===== config.mk =====
export PLATFORM = sky130hd
export DESIGN_NAME = erd_top
export DESIGN_NICKNAME = d
export VERILOG_FILES = /design/src/rtl/erd_pkg.sv /design/src/rtl/erd_ctl_if.sv /design/src/rtl/erd_regs.sv /design/src/rtl/erd_tx_word3.sv /design/src/rtl/erd_top.sv
export VERILOG_INCLUDE_DIRS = /design/src /design/src/rtl
export SDC_FILE = /design/constraint.sdc
export NUM_CORES = 1
export LEC_CHECK = 0
export ABC_AREA = 0
export BUFFER_PORTS_ARGS = -buffer_cell sky130_fd_sc_hd__buf_4
export CAP_MARGIN = 20
export CORE_UTILIZATION = 35
export CTS_BUF_LIST = sky130_fd_sc_hd__clkbuf_4 sky130_fd_sc_hd__clkbuf_8
export DETAILED_ROUTE_END_ITERATION = 6
export MAX_ROUTING_LAYER = met4
export SLEW_MARGIN = 0
export SYNTH_ARGS = -nofsm -noshare
export SYNTH_HDL_FRONTEND = slang
export SYNTH_SLANG_ARGS = --single-unit

===== constraint.sdc =====
create_clock -name i_ref_clk -period 9.2 [get_ports i_ref_clk]
set_input_delay 1.84 -clock i_ref_clk [delete_from_list [all_inputs] [get_ports i_ref_clk]]
set_output_delay 1.84 -clock i_ref_clk [all_outputs]
set_load 0.02 [all_outputs]

===== src/rtl/erd_cfg.svh =====
// Register offsets, bit positions, descriptor layout and reset values
`ifndef ERD_CFG_SVH
`define ERD_CFG_SVH
// ==========================================
// Register byte offsets
`define ERD_A_OPM 5'h00
`define ERD_A_STS 5'h04
`define ERD_A_BASE 5'h08
`define ERD_A_POLL 5'h0C
`define ERD_A_MISS 5'h10
`define ERD_A_THR 5'h14
`define ERD_A_CUR 5'h18
// ==========================================
// Register bit positions
`define ERD_B_START 1
`define ERD_B_TSEN 2
`define ERD_B_DFLUSH 24
`define ERD_B_RXI 6
`define ERD_B_RBU 7
// ==========================================
// Descriptor layout, word size and threshold reset value
`define ERD_D_OWN 31
`define ERD_D_DERR 14
`define ERD_D_FS 9
`define ERD_D_LS 8
`define ERD_D_SZH 12
`define ERD_D_CHAIN 14
`define ERD_D_EOR 15
`define ERD_W1 32'h0000_0004
`define ERD_W2 32'h0000_0008
`define ERD_W3 32'h0000_000C
`define ERD_DSTEP 32'h0000_0010
`define ERD_WORD 3'h4
`define ERD_THR_RST 12'h040
`endif


===== src/rtl/erd_pkg.sv =====
// Types of the receive descriptor engine
package erd_pkg;
	typedef enum logic [3:0] {ST_IDLE, ST_RD0, ST_RD1, ST_RD2, ST_RD3, ST_WAIT, ST_XFER,
		ST_PEEK, ST_TS2, ST_TS3, ST_CLOSE, ST_SUSP, ST_DROP} erd_state_t;
	typedef struct packed {
		erd_state_t st;
		logic [31:0] cur;
		logic [31:0] nxt_d;
		logic [31:0] w0;
		logic [12:0] size;
		logic chain;
		logic eor;
		logic [31:0] bufa;
		logic [12:0] off;
		logic [13:0] flen;
		logic mid;
		logic fs;
		logic eof_seen;
		logic [2:0] lastb;
		logic cur_eof;
		logic req;
		logic we;
		logic [31:0] addr;
		logic [31:0] wdata;
		logic pop;
		logic drop;
		logic [15:0] miss;
		logic ev_rxi;
		logic ev_rbu;
		logic by_frame;
		logic sof_d;
	} erd_core_t;
	typedef struct packed {
		logic start;
		logic tsen;
		logic dflush;
		logic rxi;
		logic rbu;
		logic [31:0] base;
		logic [11:0] thr;
		logic poll;
		logic ack;
		logic [31:0] dat;
	} erd_regs_t;
endpackage


===== src/rtl/erd_ctl_if.sv =====
// Control and status link between the register file and the engine
interface erd_ctl_if;
	logic start;
	logic tsen;
	logic dflush;
	logic [31:0] base;
	logic [11:0] thr;
	logic poll;
	logic ev_rxi;
	logic ev_rbu;
	logic [15:0] miss;
	logic [31:0] cur;
	modport regs (output start, tsen, dflush, base, thr, poll, input ev_rxi, ev_rbu, miss, cur);
	modport core (input start, tsen, dflush, base, thr, poll, output ev_rxi, ev_rbu, miss, cur);
endinterface


===== src/rtl/erd_regs.sv =====
// Wishbone register file of the receive descriptor engine
`include "erd_cfg.svh"
module erd_regs
	import erd_pkg::*;
(
	input wire logic i_ref_clk,
	input wire logic i_nrst,
	input wire logic i_wb_cyc,
	input wire logic i_wb_stb,
	input wire logic i_wb_we,
	input wire logic [4:0] i_wb_adr,
	input wire logic [31:0] i_wb_dat,
	input wire logic [3:0] i_wb_sel,
	output logic [31:0] o_wb_dat,
	output logic o_wb_ack,
	erd_ctl_if.regs ctl
);
	erd_regs_t q_r, q_nxt;
	logic acc;
	logic [31:0] wv;
	logic [31:0] clr;
	logic [31:0] tw;

	function automatic logic [31:0] wmask(input logic [31:0] o, input logic [31:0] d, input logic [3:0] s);
		logic [31:0] r;
		r = o;
		for (int i = 0; i < 4; i++)
			if (s[i])
				r[i*8 +: 8] = d[i*8 +: 8];
		return r;
	endfunction

	always_comb
	begin
		q_nxt = q_r;
		acc = i_wb_cyc && i_wb_stb;
		q_nxt.ack = acc && !q_r.ack;
		q_nxt.poll = 1'b0;
		wv = wmask({7'h00, q_r.dflush, 21'h000000, q_r.tsen, q_r.start, 1'b0}, i_wb_dat, i_wb_sel);
		tw = wmask({20'h00000, q_r.thr}, i_wb_dat, i_wb_sel);
		clr = 32'h0000_0000;
		if (acc && q_r.ack && i_wb_we)
		begin
			case (i_wb_adr)
				`ERD_A_OPM:
				begin
					q_nxt.start = wv[`ERD_B_START];
					q_nxt.tsen = wv[`ERD_B_TSEN];
					q_nxt.dflush = wv[`ERD_B_DFLUSH];
				end
				`ERD_A_STS: clr = wmask(32'h0000_0000, i_wb_dat, i_wb_sel);
				`ERD_A_BASE: q_nxt.base = wmask(q_r.base, i_wb_dat, i_wb_sel);
				`ERD_A_POLL: q_nxt.poll = 1'b1;
				`ERD_A_THR: q_nxt.thr = tw[11:0];
				default: ;
			endcase
		end
		// Hardware set wins over a write-one clear
		q_nxt.rxi = ctl.ev_rxi || (q_r.rxi && !clr[`ERD_B_RXI]);
		q_nxt.rbu = ctl.ev_rbu || (q_r.rbu && !clr[`ERD_B_RBU]);
		if (acc && !q_r.ack && !i_wb_we)
		begin
			case (i_wb_adr)
				`ERD_A_OPM: q_nxt.dat = {7'h00, q_r.dflush, 21'h000000, q_r.tsen, q_r.start, 1'b0};
				`ERD_A_STS: q_nxt.dat = {24'h000000, q_r.rbu, q_r.rxi, 6'h00};
				`ERD_A_BASE: q_nxt.dat = q_r.base;
				`ERD_A_MISS: q_nxt.dat = {16'h0000, ctl.miss};
				`ERD_A_THR: q_nxt.dat = {20'h00000, q_r.thr};
				`ERD_A_CUR: q_nxt.dat = ctl.cur;
				default: q_nxt.dat = 32'h0000_0000;
			endcase
		end
	end

	always_ff @(posedge i_ref_clk or negedge i_nrst)
	begin
		if (!i_nrst)
			q_r <= '{thr: `ERD_THR_RST, default: '0};
		else
			q_r <= q_nxt;
	end

	assign o_wb_dat = q_r.dat;
	assign o_wb_ack = q_r.ack;
	assign ctl.start = q_r.start;
	assign ctl.tsen = q_r.tsen;
	assign ctl.dflush = q_r.dflush;
	assign ctl.base = q_r.base;
	assign ctl.thr = q_r.thr;
	assign ctl.poll = q_r.poll;
endmodule


===== src/rtl/erd_tx_word3.sv =====
// Fourth transmit descriptor word: pointer decode and stamp write-back
`include "erd_cfg.svh"
module erd_tx_word3
	import erd_pkg::*;
(
	input wire logic i_ref_clk,
	input wire logic i_nrst,
	input wire logic i_own,
	input wire logic i_chain,
	input wire logic [31:0] i_word3,
	input wire logic i_done,
	input wire logic i_stamp_req,
	input wire logic i_last,
	input wire logic [31:0] i_stamp_hi,
	output logic [31:0] o_buf2,
	output logic [31:0] o_next,
	output logic o_wr,
	output logic [31:0] o_data
);
	logic [31:0] buf2_r, next_r, data_r;
	logic wr_r;

	always_ff @(posedge i_ref_clk or negedge i_nrst)
	begin
		if (!i_nrst)
		begin
			buf2_r <= 32'h0000_0000;
			next_r <= 32'h0000_0000;
			wr_r <= 1'b0;
			data_r <= 32'h0000_0000;
		end
		else
		begin
			if (i_own && !i_chain)
				buf2_r <= i_word3;
			if (i_own && i_chain)
				next_r <= i_word3;
			wr_r <= i_done && i_stamp_req && i_last;
			if (i_done && i_stamp_req && i_last)
				data_r <= i_stamp_hi;
		end
	end

	assign o_buf2 = buf2_r;
	assign o_next = next_r;
	assign o_wr = wr_r;
	assign o_data = data_r;
endmodule


===== src/rtl/erd_top.sv =====
// Receive descriptor DMA engine with transmit word3 helper
// Function
// Owned tx word3 is buffer-2 address in ring, next descriptor when chained.
// Write stamp high to tx word3 only when stamping requested and last segment.
// Software prepares four words and sets ownership before handing descriptors over.
// Setting receive start enters run and starts fetching descriptors.
// A CPU-owned fetched descriptor sends the engine to suspend.
// Copy FIFO data into the buffer; on full or frame end fetch next.
// Next CPU-owned mid-frame with flushing: descriptor error and last segment set.
// Next DMA-owned mid-frame: close current as intermediate, continue in next buffer.
// With stamping on, write stamp to words two, three, then closing status.
// After close: continue if next owned, else suspend, buffer unavailable, flush.
// Leave suspend on poll demand or new frame start, then fetch.
// Acquire descriptors on run entry, buffer full, frame end, frame, poll.
// Start moving a frame only once FIFO level reaches the threshold; the code also starts when a whole frame is in the FIFO.
// First buffer of a frame marked first segment; single buffer gets both.
// Clear ownership when the buffer fills or the frame ends.
// At frame end: fetch next, close previous with last segment, then interrupt.
// Set buffer unavailable before entering suspend on a CPU-owned descriptor.
// Suspend keeps the descriptor pointer and resumes from it.
// New frame while suspended refetches current descriptor, runs if now owned.
// Still CPU-owned: discard head frame, count it missed, repeat per frame.
// With disable-flush set: no discard, flag unavailable, back to suspend.
// A descriptor is four consecutive 32-bit words.
// Ownership bit one means DMA, zero means CPU.
// Word zero length field holds final or accumulated transferred byte count.
// Ownership read with whole word zero; CPU-owned descriptors never written.
//
// Local design decisions: the Wishbone register port and the register addresses.
`include "erd_cfg.svh"
module erd_top
	import erd_pkg::*;
(
	input wire logic i_ref_clk,
	input wire logic i_nrst,
	input wire logic i_wb_cyc,
	input wire logic i_wb_stb,
	input wire logic i_wb_we,
	input wire logic [4:0] i_wb_adr,
	input wire logic [31:0] i_wb_dat,
	input wire logic [3:0] i_wb_sel,
	output logic [31:0] o_wb_dat,
	output logic o_wb_ack,
	output logic o_mem_req,
	output logic o_mem_we,
	output logic [31:0] o_mem_addr,
	output logic [31:0] o_mem_wdata,
	input wire logic i_mem_ack,
	input wire logic [31:0] i_mem_rdata,
	input wire logic [11:0] i_fifo_level,
	input wire logic [7:0] i_fifo_frames,
	input wire logic i_fifo_valid,
	input wire logic [31:0] i_fifo_data,
	input wire logic i_fifo_sof,
	input wire logic i_fifo_eof,
	input wire logic [2:0] i_fifo_bytes,
	output logic o_fifo_pop,
	output logic o_fifo_drop,
	input wire logic [63:0] i_rx_stamp,
	input wire logic i_tx_own,
	input wire logic i_tx_chain,
	input wire logic [31:0] i_tx_word3,
	input wire logic i_tx_done,
	input wire logic i_tx_stamp_req,
	input wire logic i_tx_last,
	input wire logic [31:0] i_tx_stamp_hi,
	output logic [31:0] o_tx_buf2_addr,
	output logic [31:0] o_tx_next_desc,
	output logic o_tx_w3_wr,
	output logic [31:0] o_tx_w3_data
);
	erd_core_t q_r, q_nxt;
	erd_ctl_if ctl ();
	logic ack;
	logic sof_new;
	logic [2:0] inc;
	logic [12:0] off_n;

	// ==========================================
	// Register file and transmit helper
	erd_regs u_regs (
		.i_ref_clk(i_ref_clk),
		.i_nrst(i_nrst),
		.i_wb_cyc(i_wb_cyc),
		.i_wb_stb(i_wb_stb),
		.i_wb_we(i_wb_we),
		.i_wb_adr(i_wb_adr),
		.i_wb_dat(i_wb_dat),
		.i_wb_sel(i_wb_sel),
		.o_wb_dat(o_wb_dat),
		.o_wb_ack(o_wb_ack),
		.ctl(ctl.regs)
	);

	erd_tx_word3 u_tx3 (
		.i_ref_clk(i_ref_clk),
		.i_nrst(i_nrst),
		.i_own(i_tx_own),
		.i_chain(i_tx_chain),
		.i_word3(i_tx_word3),
		.i_done(i_tx_done),
		.i_stamp_req(i_tx_stamp_req),
		.i_last(i_tx_last),
		.i_stamp_hi(i_tx_stamp_hi),
		.o_buf2(o_tx_buf2_addr),
		.o_next(o_tx_next_desc),
		.o_wr(o_tx_w3_wr),
		.o_data(o_tx_w3_data)
	);

	// ==========================================
	// Helpers
	function automatic erd_core_t issue(input erd_core_t s, input logic we, input logic [31:0] a,
		input logic [31:0] d);
		erd_core_t r;
		r = s;
		r.req = 1'b1;
		r.we = we;
		r.addr = a;
		r.wdata = d;
		return r;
	endfunction

	function automatic logic [31:0] desc_next(input logic [31:0] cur, input logic ch, input logic eor,
		input logic [31:0] w3, input logic [31:0] base);
		if (ch)
			return w3;
		else if (eor)
			return base;
		else
			return cur + `ERD_DSTEP;
	endfunction

	function automatic logic [31:0] close_word(input logic [13:0] fl, input logic fs, input logic ls,
		input logic err);
		logic [31:0] w;
		w = 32'h0000_0000;
		w[29:16] = fl;
		w[`ERD_D_DERR] = err;
		w[`ERD_D_FS] = fs;
		w[`ERD_D_LS] = ls;
		w[`ERD_D_OWN] = 1'b0;
		return w;
	endfunction

	// ==========================================
	// Descriptor engine
	always_comb
	begin
		q_nxt = q_r;
		ack = q_r.req && i_mem_ack;
		sof_new = i_fifo_sof && !q_r.sof_d;
		inc = i_fifo_eof ? i_fifo_bytes : `ERD_WORD;
		off_n = q_r.off + 13'(q_r.lastb);
		q_nxt.pop = 1'b0;
		q_nxt.drop = 1'b0;
		q_nxt.ev_rxi = 1'b0;
		q_nxt.ev_rbu = 1'b0;
		q_nxt.sof_d = i_fifo_sof;
		if (ack)
			q_nxt.req = 1'b0;
		case (q_r.st)
			ST_IDLE:
			begin
				if (ctl.start)
				begin
					q_nxt.cur = ctl.base;
					q_nxt = issue(q_nxt, 1'b0, ctl.base, 32'h0000_0000);
					q_nxt.by_frame = 1'b0;
					q_nxt.st = ST_RD0;
				end
			end
			ST_RD0:
			begin
				if (ack)
				begin
					if (i_mem_rdata[`ERD_D_OWN])
					begin
						q_nxt = issue(q_nxt, 1'b0, q_r.cur + `ERD_W1, 32'h0000_0000);
						q_nxt.st = ST_RD1;
					end
					else if (q_r.by_frame && !ctl.dflush)
					begin
						q_nxt.drop = 1'b1;
						q_nxt.miss = q_r.miss + 16'h0001;
						q_nxt.st = ST_DROP;
					end
					else
					begin
						q_nxt.ev_rbu = 1'b1;
						q_nxt.st = ST_SUSP;
					end
				end
			end
			ST_RD1:
			begin
				if (ack)
				begin
					q_nxt.size = i_mem_rdata[`ERD_D_SZH:0];
					q_nxt.chain = i_mem_rdata[`ERD_D_CHAIN];
					q_nxt.eor = i_mem_rdata[`ERD_D_EOR];
					q_nxt = issue(q_nxt, 1'b0, q_r.cur + `ERD_W2, 32'h0000_0000);
					q_nxt.st = ST_RD2;
				end
			end
			ST_RD2:
			begin
				if (ack)
				begin
					q_nxt.bufa = i_mem_rdata;
					q_nxt = issue(q_nxt, 1'b0, q_r.cur + `ERD_W3, 32'h0000_0000);
					q_nxt.st = ST_RD3;
				end
			end
			ST_RD3:
			begin
				if (ack)
				begin
					q_nxt.nxt_d = desc_next(q_r.cur, q_r.chain, q_r.eor, i_mem_rdata, ctl.base);
					q_nxt.off = 13'h0000;
					q_nxt.fs = !q_r.mid;
					q_nxt.by_frame = 1'b0;
					q_nxt.st = q_r.mid ? ST_XFER : ST_WAIT;
				end
			end
			ST_WAIT:
			begin
				if (!ctl.start)
					q_nxt.st = ST_IDLE;
				else if (i_fifo_level >= ctl.thr || i_fifo_frames != 8'h00)
					q_nxt.st = ST_XFER;
			end
			ST_XFER:
			begin
				if (!q_r.req && !q_r.pop && i_fifo_valid)
				begin
					q_nxt = issue(q_nxt, 1'b1, q_r.bufa + {19'h00000, q_r.off}, i_fifo_data);
					q_nxt.cur_eof = i_fifo_eof;
					q_nxt.lastb = inc;
					q_nxt.mid = 1'b1;
				end
				else if (ack)
				begin
					q_nxt.pop = 1'b1;
					q_nxt.off = off_n;
					q_nxt.flen = q_r.flen + 14'(q_r.lastb);
					if (q_r.cur_eof || off_n + 13'(`ERD_WORD) > q_r.size)
					begin
						q_nxt.eof_seen = q_r.cur_eof;
						q_nxt = issue(q_nxt, 1'b0, q_r.nxt_d, 32'h0000_0000);
						q_nxt.st = ST_PEEK;
					end
				end
			end
			ST_PEEK:
			begin
				if (ack)
				begin
					q_nxt.w0 = i_mem_rdata;
					if (q_r.eof_seen && ctl.tsen)
					begin
						q_nxt = issue(q_nxt, 1'b1, q_r.cur + `ERD_W2, i_rx_stamp[31:0]);
						q_nxt.st = ST_TS2;
					end
					else
					begin
						// Close without stamps: last segment at frame end or when flushed, error only on a mid-frame flush
						q_nxt = issue(q_nxt, 1'b1, q_r.cur, close_word(q_r.flen, q_r.fs,
							q_r.eof_seen || (!i_mem_rdata[`ERD_D_OWN] && !ctl.dflush),
							!q_r.eof_seen && !i_mem_rdata[`ERD_D_OWN] && !ctl.dflush));
						q_nxt.st = ST_CLOSE;
					end
				end
			end
			ST_TS2:
			begin
				if (ack)
				begin
					q_nxt = issue(q_nxt, 1'b1, q_r.cur + `ERD_W3, i_rx_stamp[63:32]);
					q_nxt.st = ST_TS3;
				end
			end
			ST_TS3:
			begin
				if (ack)
				begin
					q_nxt = issue(q_nxt, 1'b1, q_r.cur, close_word(q_r.flen, q_r.fs, 1'b1, 1'b0));
					q_nxt.st = ST_CLOSE;
				end
			end
			ST_CLOSE:
			begin
				if (ack)
				begin
					q_nxt.ev_rxi = q_r.eof_seen;
					q_nxt.cur = q_r.nxt_d;
					if (q_r.eof_seen)
					begin
						q_nxt.mid = 1'b0;
						q_nxt.flen = 14'h0000;
						q_nxt.eof_seen = 1'b0;
					end
					if (q_r.w0[`ERD_D_OWN])
					begin
						q_nxt = issue(q_nxt, 1'b0, q_r.nxt_d + `ERD_W1, 32'h0000_0000);
						q_nxt.st = ST_RD1;
					end
					else
					begin
						q_nxt.ev_rbu = 1'b1;
						q_nxt.st = ST_SUSP;
						if (!q_r.eof_seen && !ctl.dflush)
						begin
							q_nxt.drop = 1'b1;
							q_nxt.mid = 1'b0;
							q_nxt.flen = 14'h0000;
						end
					end
				end
			end
			ST_SUSP:
			begin
				if (!ctl.start)
					q_nxt.st = ST_IDLE;
				else if (ctl.poll || sof_new)
				begin
					q_nxt.by_frame = sof_new && !ctl.poll;
					q_nxt = issue(q_nxt, 1'b0, q_r.cur, 32'h0000_0000);
					q_nxt.st = ST_RD0;
				end
			end
			ST_DROP:
			begin
				// Wait until the FIFO has seen the discard before looking again
				if (!q_r.drop)
				begin
					if (i_fifo_frames != 8'h00)
					begin
						q_nxt.by_frame = 1'b1;
						q_nxt = issue(q_nxt, 1'b0, q_r.cur, 32'h0000_0000);
						q_nxt.st = ST_RD0;
					end
					else
						q_nxt.st = ST_SUSP;
				end
			end
			default: q_nxt.st = ST_IDLE;
		endcase
	end

	always_ff @(posedge i_ref_clk or negedge i_nrst)
	begin
		if (!i_nrst)
			q_r <= '{st: ST_IDLE, default: '0};
		else
			q_r <= q_nxt;
	end

	assign o_mem_req = q_r.req;
	assign o_mem_we = q_r.we;
	assign o_mem_addr = q_r.addr;
	assign o_mem_wdata = q_r.wdata;
	assign o_fifo_pop = q_r.pop;
	assign o_fifo_drop = q_r.drop;
	assign ctl.ev_rxi = q_r.ev_rxi;
	assign ctl.ev_rbu = q_r.ev_rbu;
	assign ctl.miss = q_r.miss;
	assign ctl.cur = q_r.cur;
endmodule


==> results of run 1 <==
## cells in the final DEF, fill, tap and decap left out, drive strengths merged, types with 101 or more instances in the layout
master and count:
a21oi 130, buf 505, clkbuf 121, dfrtp 417, mux2 179, nand2 354, nand3 101, nor2 157
o21ai 244
## registers in the layout, indices dropped and copies added, names as in the netlist, 2 cells and up
name,count
ctl.miss,16
q_r,120
o_mem_wdata,32
u_regs.o_wb_dat,32
u_tx3.o_data,32
o_mem_addr,32
u_tx3.o_next,32
ctl.cur,32
u_regs.ctl.thr,12
u_regs.ctl.base,32
u_regs.q_r,2
u_tx3.o_buf2,32
## cell families after synthesis
group                      after synthesis  synth area share, %
AOI/OAI and AO/OA                      644                17.07
xor gates and xnor gates               101                3.619
adders and majority gates               55                2.907
buffers and inverters                  323                6.700
DFF                                    418                42.80
muxes                                  235                10.54
and+or+nand+nor                        848                16.37
## metal layers
layer / routed length, um / share of wire (%) / global-route usage [%] / vias to the layer above
met1: 36910 / 39 / 31.83 / 11090
met3: 6816 / 7.3 / 5.684 / 207
met2: 45710 / 49 / 43.34 / 970
li1: - / - / - / 10040
met5: 0 / 0 / - / -
met4: 4018 / 4.3 / 11.42 / 0
## worst max-delay path by stage
stage	start	end	slack (ps)	depth (start not counted)
2_1_floorplan	q_r[89]	o_mem_addr[16]	5160	17
5_1_grt	q_r[90]	o_mem_addr[26]	3650	17
3_3_place_gp	i_mem_ack	q_r[265]	3910	8
3_5_place_dp	i_mem_ack	q_r[265]	3800	8
6_report	q_r[109]	o_mem_addr[26]	4020	18
4_1_cts	q_r[109]	o_mem_addr[31]	3920	17
## area by class of cell
cell class,count,area share [%]
Timing Repair Buffer,505,12.94
Sequential cell,418,35.12
Tap cell,931,3.910
Inverter,55,0.6929
Antenna cell,2,0.01680
Clock buffer,121,5.085
Clock inverter,18,0.5669
Multi-Input combinational cell,1883,41.67
## power groups by stage
stage | combinational (uW) | clock, uW | sequential, uW
after floorplan | 683 | 0 | 2170
after detailed placement | 1150 | 0 | 2220
after global routing | 1250 | 2080 | 2210
after CTS | 1160 | 2000 | 2190
after global placement | 1140 | 0 | 2210
final | 1160 | 1950 | 2190
## through the flow
step           hold WS [ps]  power (uW)  setup WS (ps)  util [%]  instance area [um^2]
3_3_place_gp          442.4        3346           3910     40.72                 28020
5_1_grt               469.2        5540           3646     43.29                 29790
4_1_cts               459.1        5346           3922     43.20                 29730
2_1_floorplan         404.4        2850           5158         -                 24440
3_5_place_dp          445.8        3369           3798     40.76                 28050
6_report              452.2        5302           4017     43.29                 29790
## worst reg2reg max path, stage by stage, from the launching register on
cell and delay [ps]:
dfrtp_1 370, ha_1 180, inv_1 50, fa_1 410
nor2b_1 220, o21ai_0 140, xor2_1 210, nor3b_1 440
o221ai_1 270, nor2_1 190, xnor2_1 90, ha_1 280
nand4_1 130, a311o_1 300, a31oi_1 570, o31ai_4 120
buf_4 390, a221o_1 430, a211o_1 270
==> flow_metrics.tcl, run 1 <==
set metrics [dict create \
    max_stage_delay_ps 570 \
    synthFlopType "dfrtp_1" \
    violations "design-rule violations" \
    syn_avg_cell_area_um2 9.315 \
    grt_antenna_before_repair 2 \
    finalWirelength_um 93450 \
    syn_nets 2949 \
    drtPass1Iterations 7 \
    worstSkewPairLatency_ps 720 \
    hp-start "ctl.ev_rbu" \
    syn2layout_area_growth_pct 21.89 \
    rows 96 \
    drt_iter0_markers 2103 \
    synth_edf_count 0 \
    routedWlPerCell_um 23.76 \
    synth_top_cell_area_share_pct 42.69 \
    grt_max_degree 157 \
    pwr-share-clk_pct 36.8 \
    fin_cells 3933 \
    ys_top_cells_by_area "dfrtp_1, mux2_2, nand2_1, o21ai_0, buf_4" \
    cts_hold_buffers 0 \
    yosysMostFrequentCell "dfrtp_1" \
    synthArstFlopShare_pct 100.0 \
    start_util_pct 35.51 \
    vias 22310 \
    worstReg2RegEnd "o_mem_addr[26]" \
    powerDensity_nw_per_um2 177.9 \
    r2r_start "q_r[109]" \
    coreArea_um2 68830 \
    cpMostUsedCell "ha_1" \
    critPathBufInv 2 \
    skew_ps 53.22 \
    ys_types 84 \
    synth.largest_area_cell "dfrtp_1" \
    die_y_um 266.3 \
    fmax_mhz 192.9 \
    die-area_um2 70900 \
    syn-cell-area_um2 24440 \
    cts-resized-gates 0 \
    io_pins 468 \
    grtUsageTotal_pct 26.65 \
    synth_common_cells "dfrtp_1, nand2_1, o21ai_0" \
    multiInputGateArea_um2 12420 \
    hpwlAfterDp_um 68910 \
    portBuffers 467 \
    power_frac_seq_pct 41.3 \
    drv_cap 0 \
    tightest_slew_ps 1196 \
    switching_power_uw 1755 \
    leakagePower_uw 0.01348 \
    r2r_cells 18 \
    internal_power_uw 3546 \
    hold_end "u_regs.q_r[78]" \
    swShare_pct 33.11 \
    fin_nets 3267 \
    drive_gt1_share_pct 28.70 \
    yosysWarnings 0 \
    period_needed_ps 5183 \
    min_path_type "register to register" \
    critPathCaptureType "register" \
    run_status "complete, but fails checks" \
    crit_fanout 66 \
    dp.cells 3789 \
    drtAntennaViolNets 0 \
    drv_slew 0 \
    ctsLongestPathBuffers 3 \
    cts.sinks 418 \
    critPathKind "register to register" \
    hold_depth 1 \
    setup_violations 0 \
    tritoncts "yes" \
    root_buffer "clkbuf_8" \
    die-width_um 266.3 \
    fillers 6720 \
    comb_power_share_pct 21.9 \
    regArea_um2 10460 \
    ys_ff_latch 418 \
    crit_arrival_ps 5750 \
    final_hold_viol_count 0 \
    viasPerCell 5.671 \
    gp_congestion 0.9867 \
    crit_family "compound AO/OA/AOI/OAI gates" \
    period_share_pct 56.34 \
    crit_path_top_delay_cell "a31oi_1" \
    grt_pass1_wl_um 139800 \
    cts_buffers 79 \
    crit_chain "ha_1, inv_1, fa_1, nor2b_1, o21ai_0, xor2_1, nor3b_1, o221ai_1, nor2_1, xnor2_1, ha_1, nand4_1, a311o_1, a31oi_1, o31ai_4, buf_4, a221o_1, a211o_1" \
    ir_worst_vdd_mv 0.1433 \
    drc 1 \
    synth-seq-area-share_pct 42.80 \
    post_cts_buffers 0 \
    tns_ps 0 \
    first_global_vias 22550 \
    rsz0062_at_grt "no" \
    start_kind "register" \
    h-tree-depth 3 \
    relSlewSlack_pct 20.28 \
    syn_inst 2624 \
    reg2reg_slack_ps 4020 \
    grt_overflow_total 0 \
    clk_pin_slew_ps 60 \
    crit_required_ps 9770 \
]
Note: power is estimated with default switching activity, not from simulation.
==> run 2, diff against run 1 <==
==> constraint.sdc (replaced) <==
create_clock -name i_ref_clk -period 5 [get_ports i_ref_clk]
set_input_delay 1 -clock i_ref_clk [delete_from_list [all_inputs] [get_ports i_ref_clk]]
set_output_delay 1 -clock i_ref_clk [all_outputs]
set_load 0.02 [all_outputs]
==> run 2 against run 1 <==
  * The flow now finishes without violations
  * Clock skew shrank 15 ps
  * Count of clock-buffer cells in the layout shrank 1
  * Critical endpoint is now o_mem_wdata[23]
  * Die area is the same
  * Total power grew 85%
  * First-iteration DRC count grew 2.9%
  * Utilization grew 0.29 points
  * Register-to-register slack lost 3700 ps
  * Sequential power grew 84%
==> flow_metrics.tcl, run 2 (same netlist as run 1, synthesis figures left out) <==
set metrics [dict create \
    endpoint "o_mem_wdata[23]" \
    setup_slack_ps 290.9 \
    clk_pin_slew_ps 60 \
    run_status "finished clean" \
    die_y_um 266.3 \
    grt_antenna_before_repair 2 \
    rows 96 \
    critPathKind "register to register" \
    grt_overflow_total 0 \
    first_global_vias 22690 \
    crit_fanout 18 \
    viasPerCell 5.670 \
    grt_max_degree 103 \
    drive_gt1_share_pct 29.16 \
    gp_congestion 0.9962 \
    leakagePower_uw 0.01360 \
    routedWlPerCell_um 23.94 \
    relSlewSlack_pct 25.83 \
    crit_arrival_ps 5320 \
    grtUsageTotal_pct 27.03 \
    io_pins 468 \
    period_share_pct 94.18 \
    ctsLongestPathBuffers 3 \
    powerDensity_nw_per_um2 327.4 \
    die-area_um2 70900 \
    cts.sinks 418 \
    final_hold_viol_count 0 \
    critPathCaptureType "register" \
    final_common_cell "buf_4" \
    tritoncts "yes" \
    root_buffer "clkbuf_8" \
    pre_cts_ws_ps 347.5 \
    drt_iter0_markers 2165 \
    die-width_um 266.3 \
    reg2reg_slack_ps 290 \
    finalWirelength_um 94680 \
    fin_nets 3286 \
    cp-startpoint "q_r[109]" \
    h-tree-depth 3 \
    hpwlAfterDp_um 71810 \
    start_util_pct 35.51 \
    largest_register "q_r" \
    cts-resized-gates 0 \
    drv_cap 0 \
    start_kind "register" \
    grt_pass1_wl_um 141500 \
    ir_worst_vdd_mv 0.2955 \
    worstReg2RegEnd "o_mem_wdata[23]" \
    period_needed_ps 4709 \
    cts_hold_buffers 0 \
    vias 22420 \
    crit_required_ps 5610 \
    min_path_type "primary input to asynchronous set/reset pin" \
    setup_violations 0 \
    syn2layout_area_growth_pct 22.71 \
    tightest_slew_ps 1113 \
    r2r_start "q_r[109]" \
    drv_slew 0 \
    cts_buffers 77 \
    rsz0062_at_grt "no" \
    coreArea_um2 68830 \
    fmax_mhz 212.4 \
    drc 0 \
    worstSkewPairLatency_ps 700 \
    final_cell_mix "buf_4, dfrtp_1, nand2_1" \
    tns_ps 0 \
    portBuffers 467 \
    post_cts_buffers 0 \
    largest_reg_flops 120 \
    drtPass1Iterations 7 \
    r2r_cells 20 \
    drtAntennaViolNets 0 \
    skew_ps 37.73 \
]
run 2: changes by cell type in the layout (fill, tap and decap cells not counted), sizes merged:
cell,change
inv,+3
bufinv,+1
clkbuf,-1
clkinv,-3
buf,+21
run 2: report_power, final:
part / total (uW) / switching [uW] / internal [uW]
logic: 2160 / 1260 / 893
clock network: 3620 / 1580 / 2040
registers: 4040 / 399 / 3640
total: 9820 / 3240 / 6580
run 2: cell type report:
cell class,count,area [um^2]
antenna,2,5.005
clock buffer,120,1508
clock inverter,19,197.7
fill,6726,38830
inverter,55,206.4
multi-input combinational,1883,12410
sequential,418,10460
tap,931,1165
timing repair buffer,526,4044
run 2: worst max-delay path, cell delays in order (launching register included):
cell and delay, ps:
dfrtp_1 380, ha_1 190, inv_1 60, fa_1 420, nor2b_1 210, o21ai_0 120, xor2_1 200, nor3b_1 450
o221ai_1 250, nor2_1 170, xnor2_1 80, ha_1 270, nand4_1 140, nor3_1 230, a31oi_1 90, buf_4 190
o31ai_4 530, buf_12 250, buf_4 210, nand2_1 80, nand3_1 80
run 2: stage by stage:
step                instances  utilization (%)  cell area, um^2  hold WS, ps  total power, uW
global route             3954            43.58            29990        356.6            10250
global placement         3812            41.06            28260        445.0             6192
floorplan                2624                -            24440        404.4             5244
finish                   3954            43.58            29990        343.7             9820
detailed placement       3812            41.06            28260        456.2             6231
CTS                      3951            43.54            29970        345.3             9888
run 2: how the worst min path moves through the flow:
| stage | endpoint | cells after the start |
|---|---|---|
| CTS | q_r[100] | 1 |
| global route | q_r[100] | 1 |
| finish | q_r[100] | 1 |
| global placement | u_regs.q_r[79] | 1 |
| detailed placement | u_regs.q_r[78] | 1 |
| floorplan | u_regs.q_r[78] | 1 |
run 2: metal layers:
metal  part of all wire (%)  track usage [%]
met1                     40            32.71
met2                     48            43.29
met3                    7.0            5.407
met4                    4.9            12.55
met5                      0                -
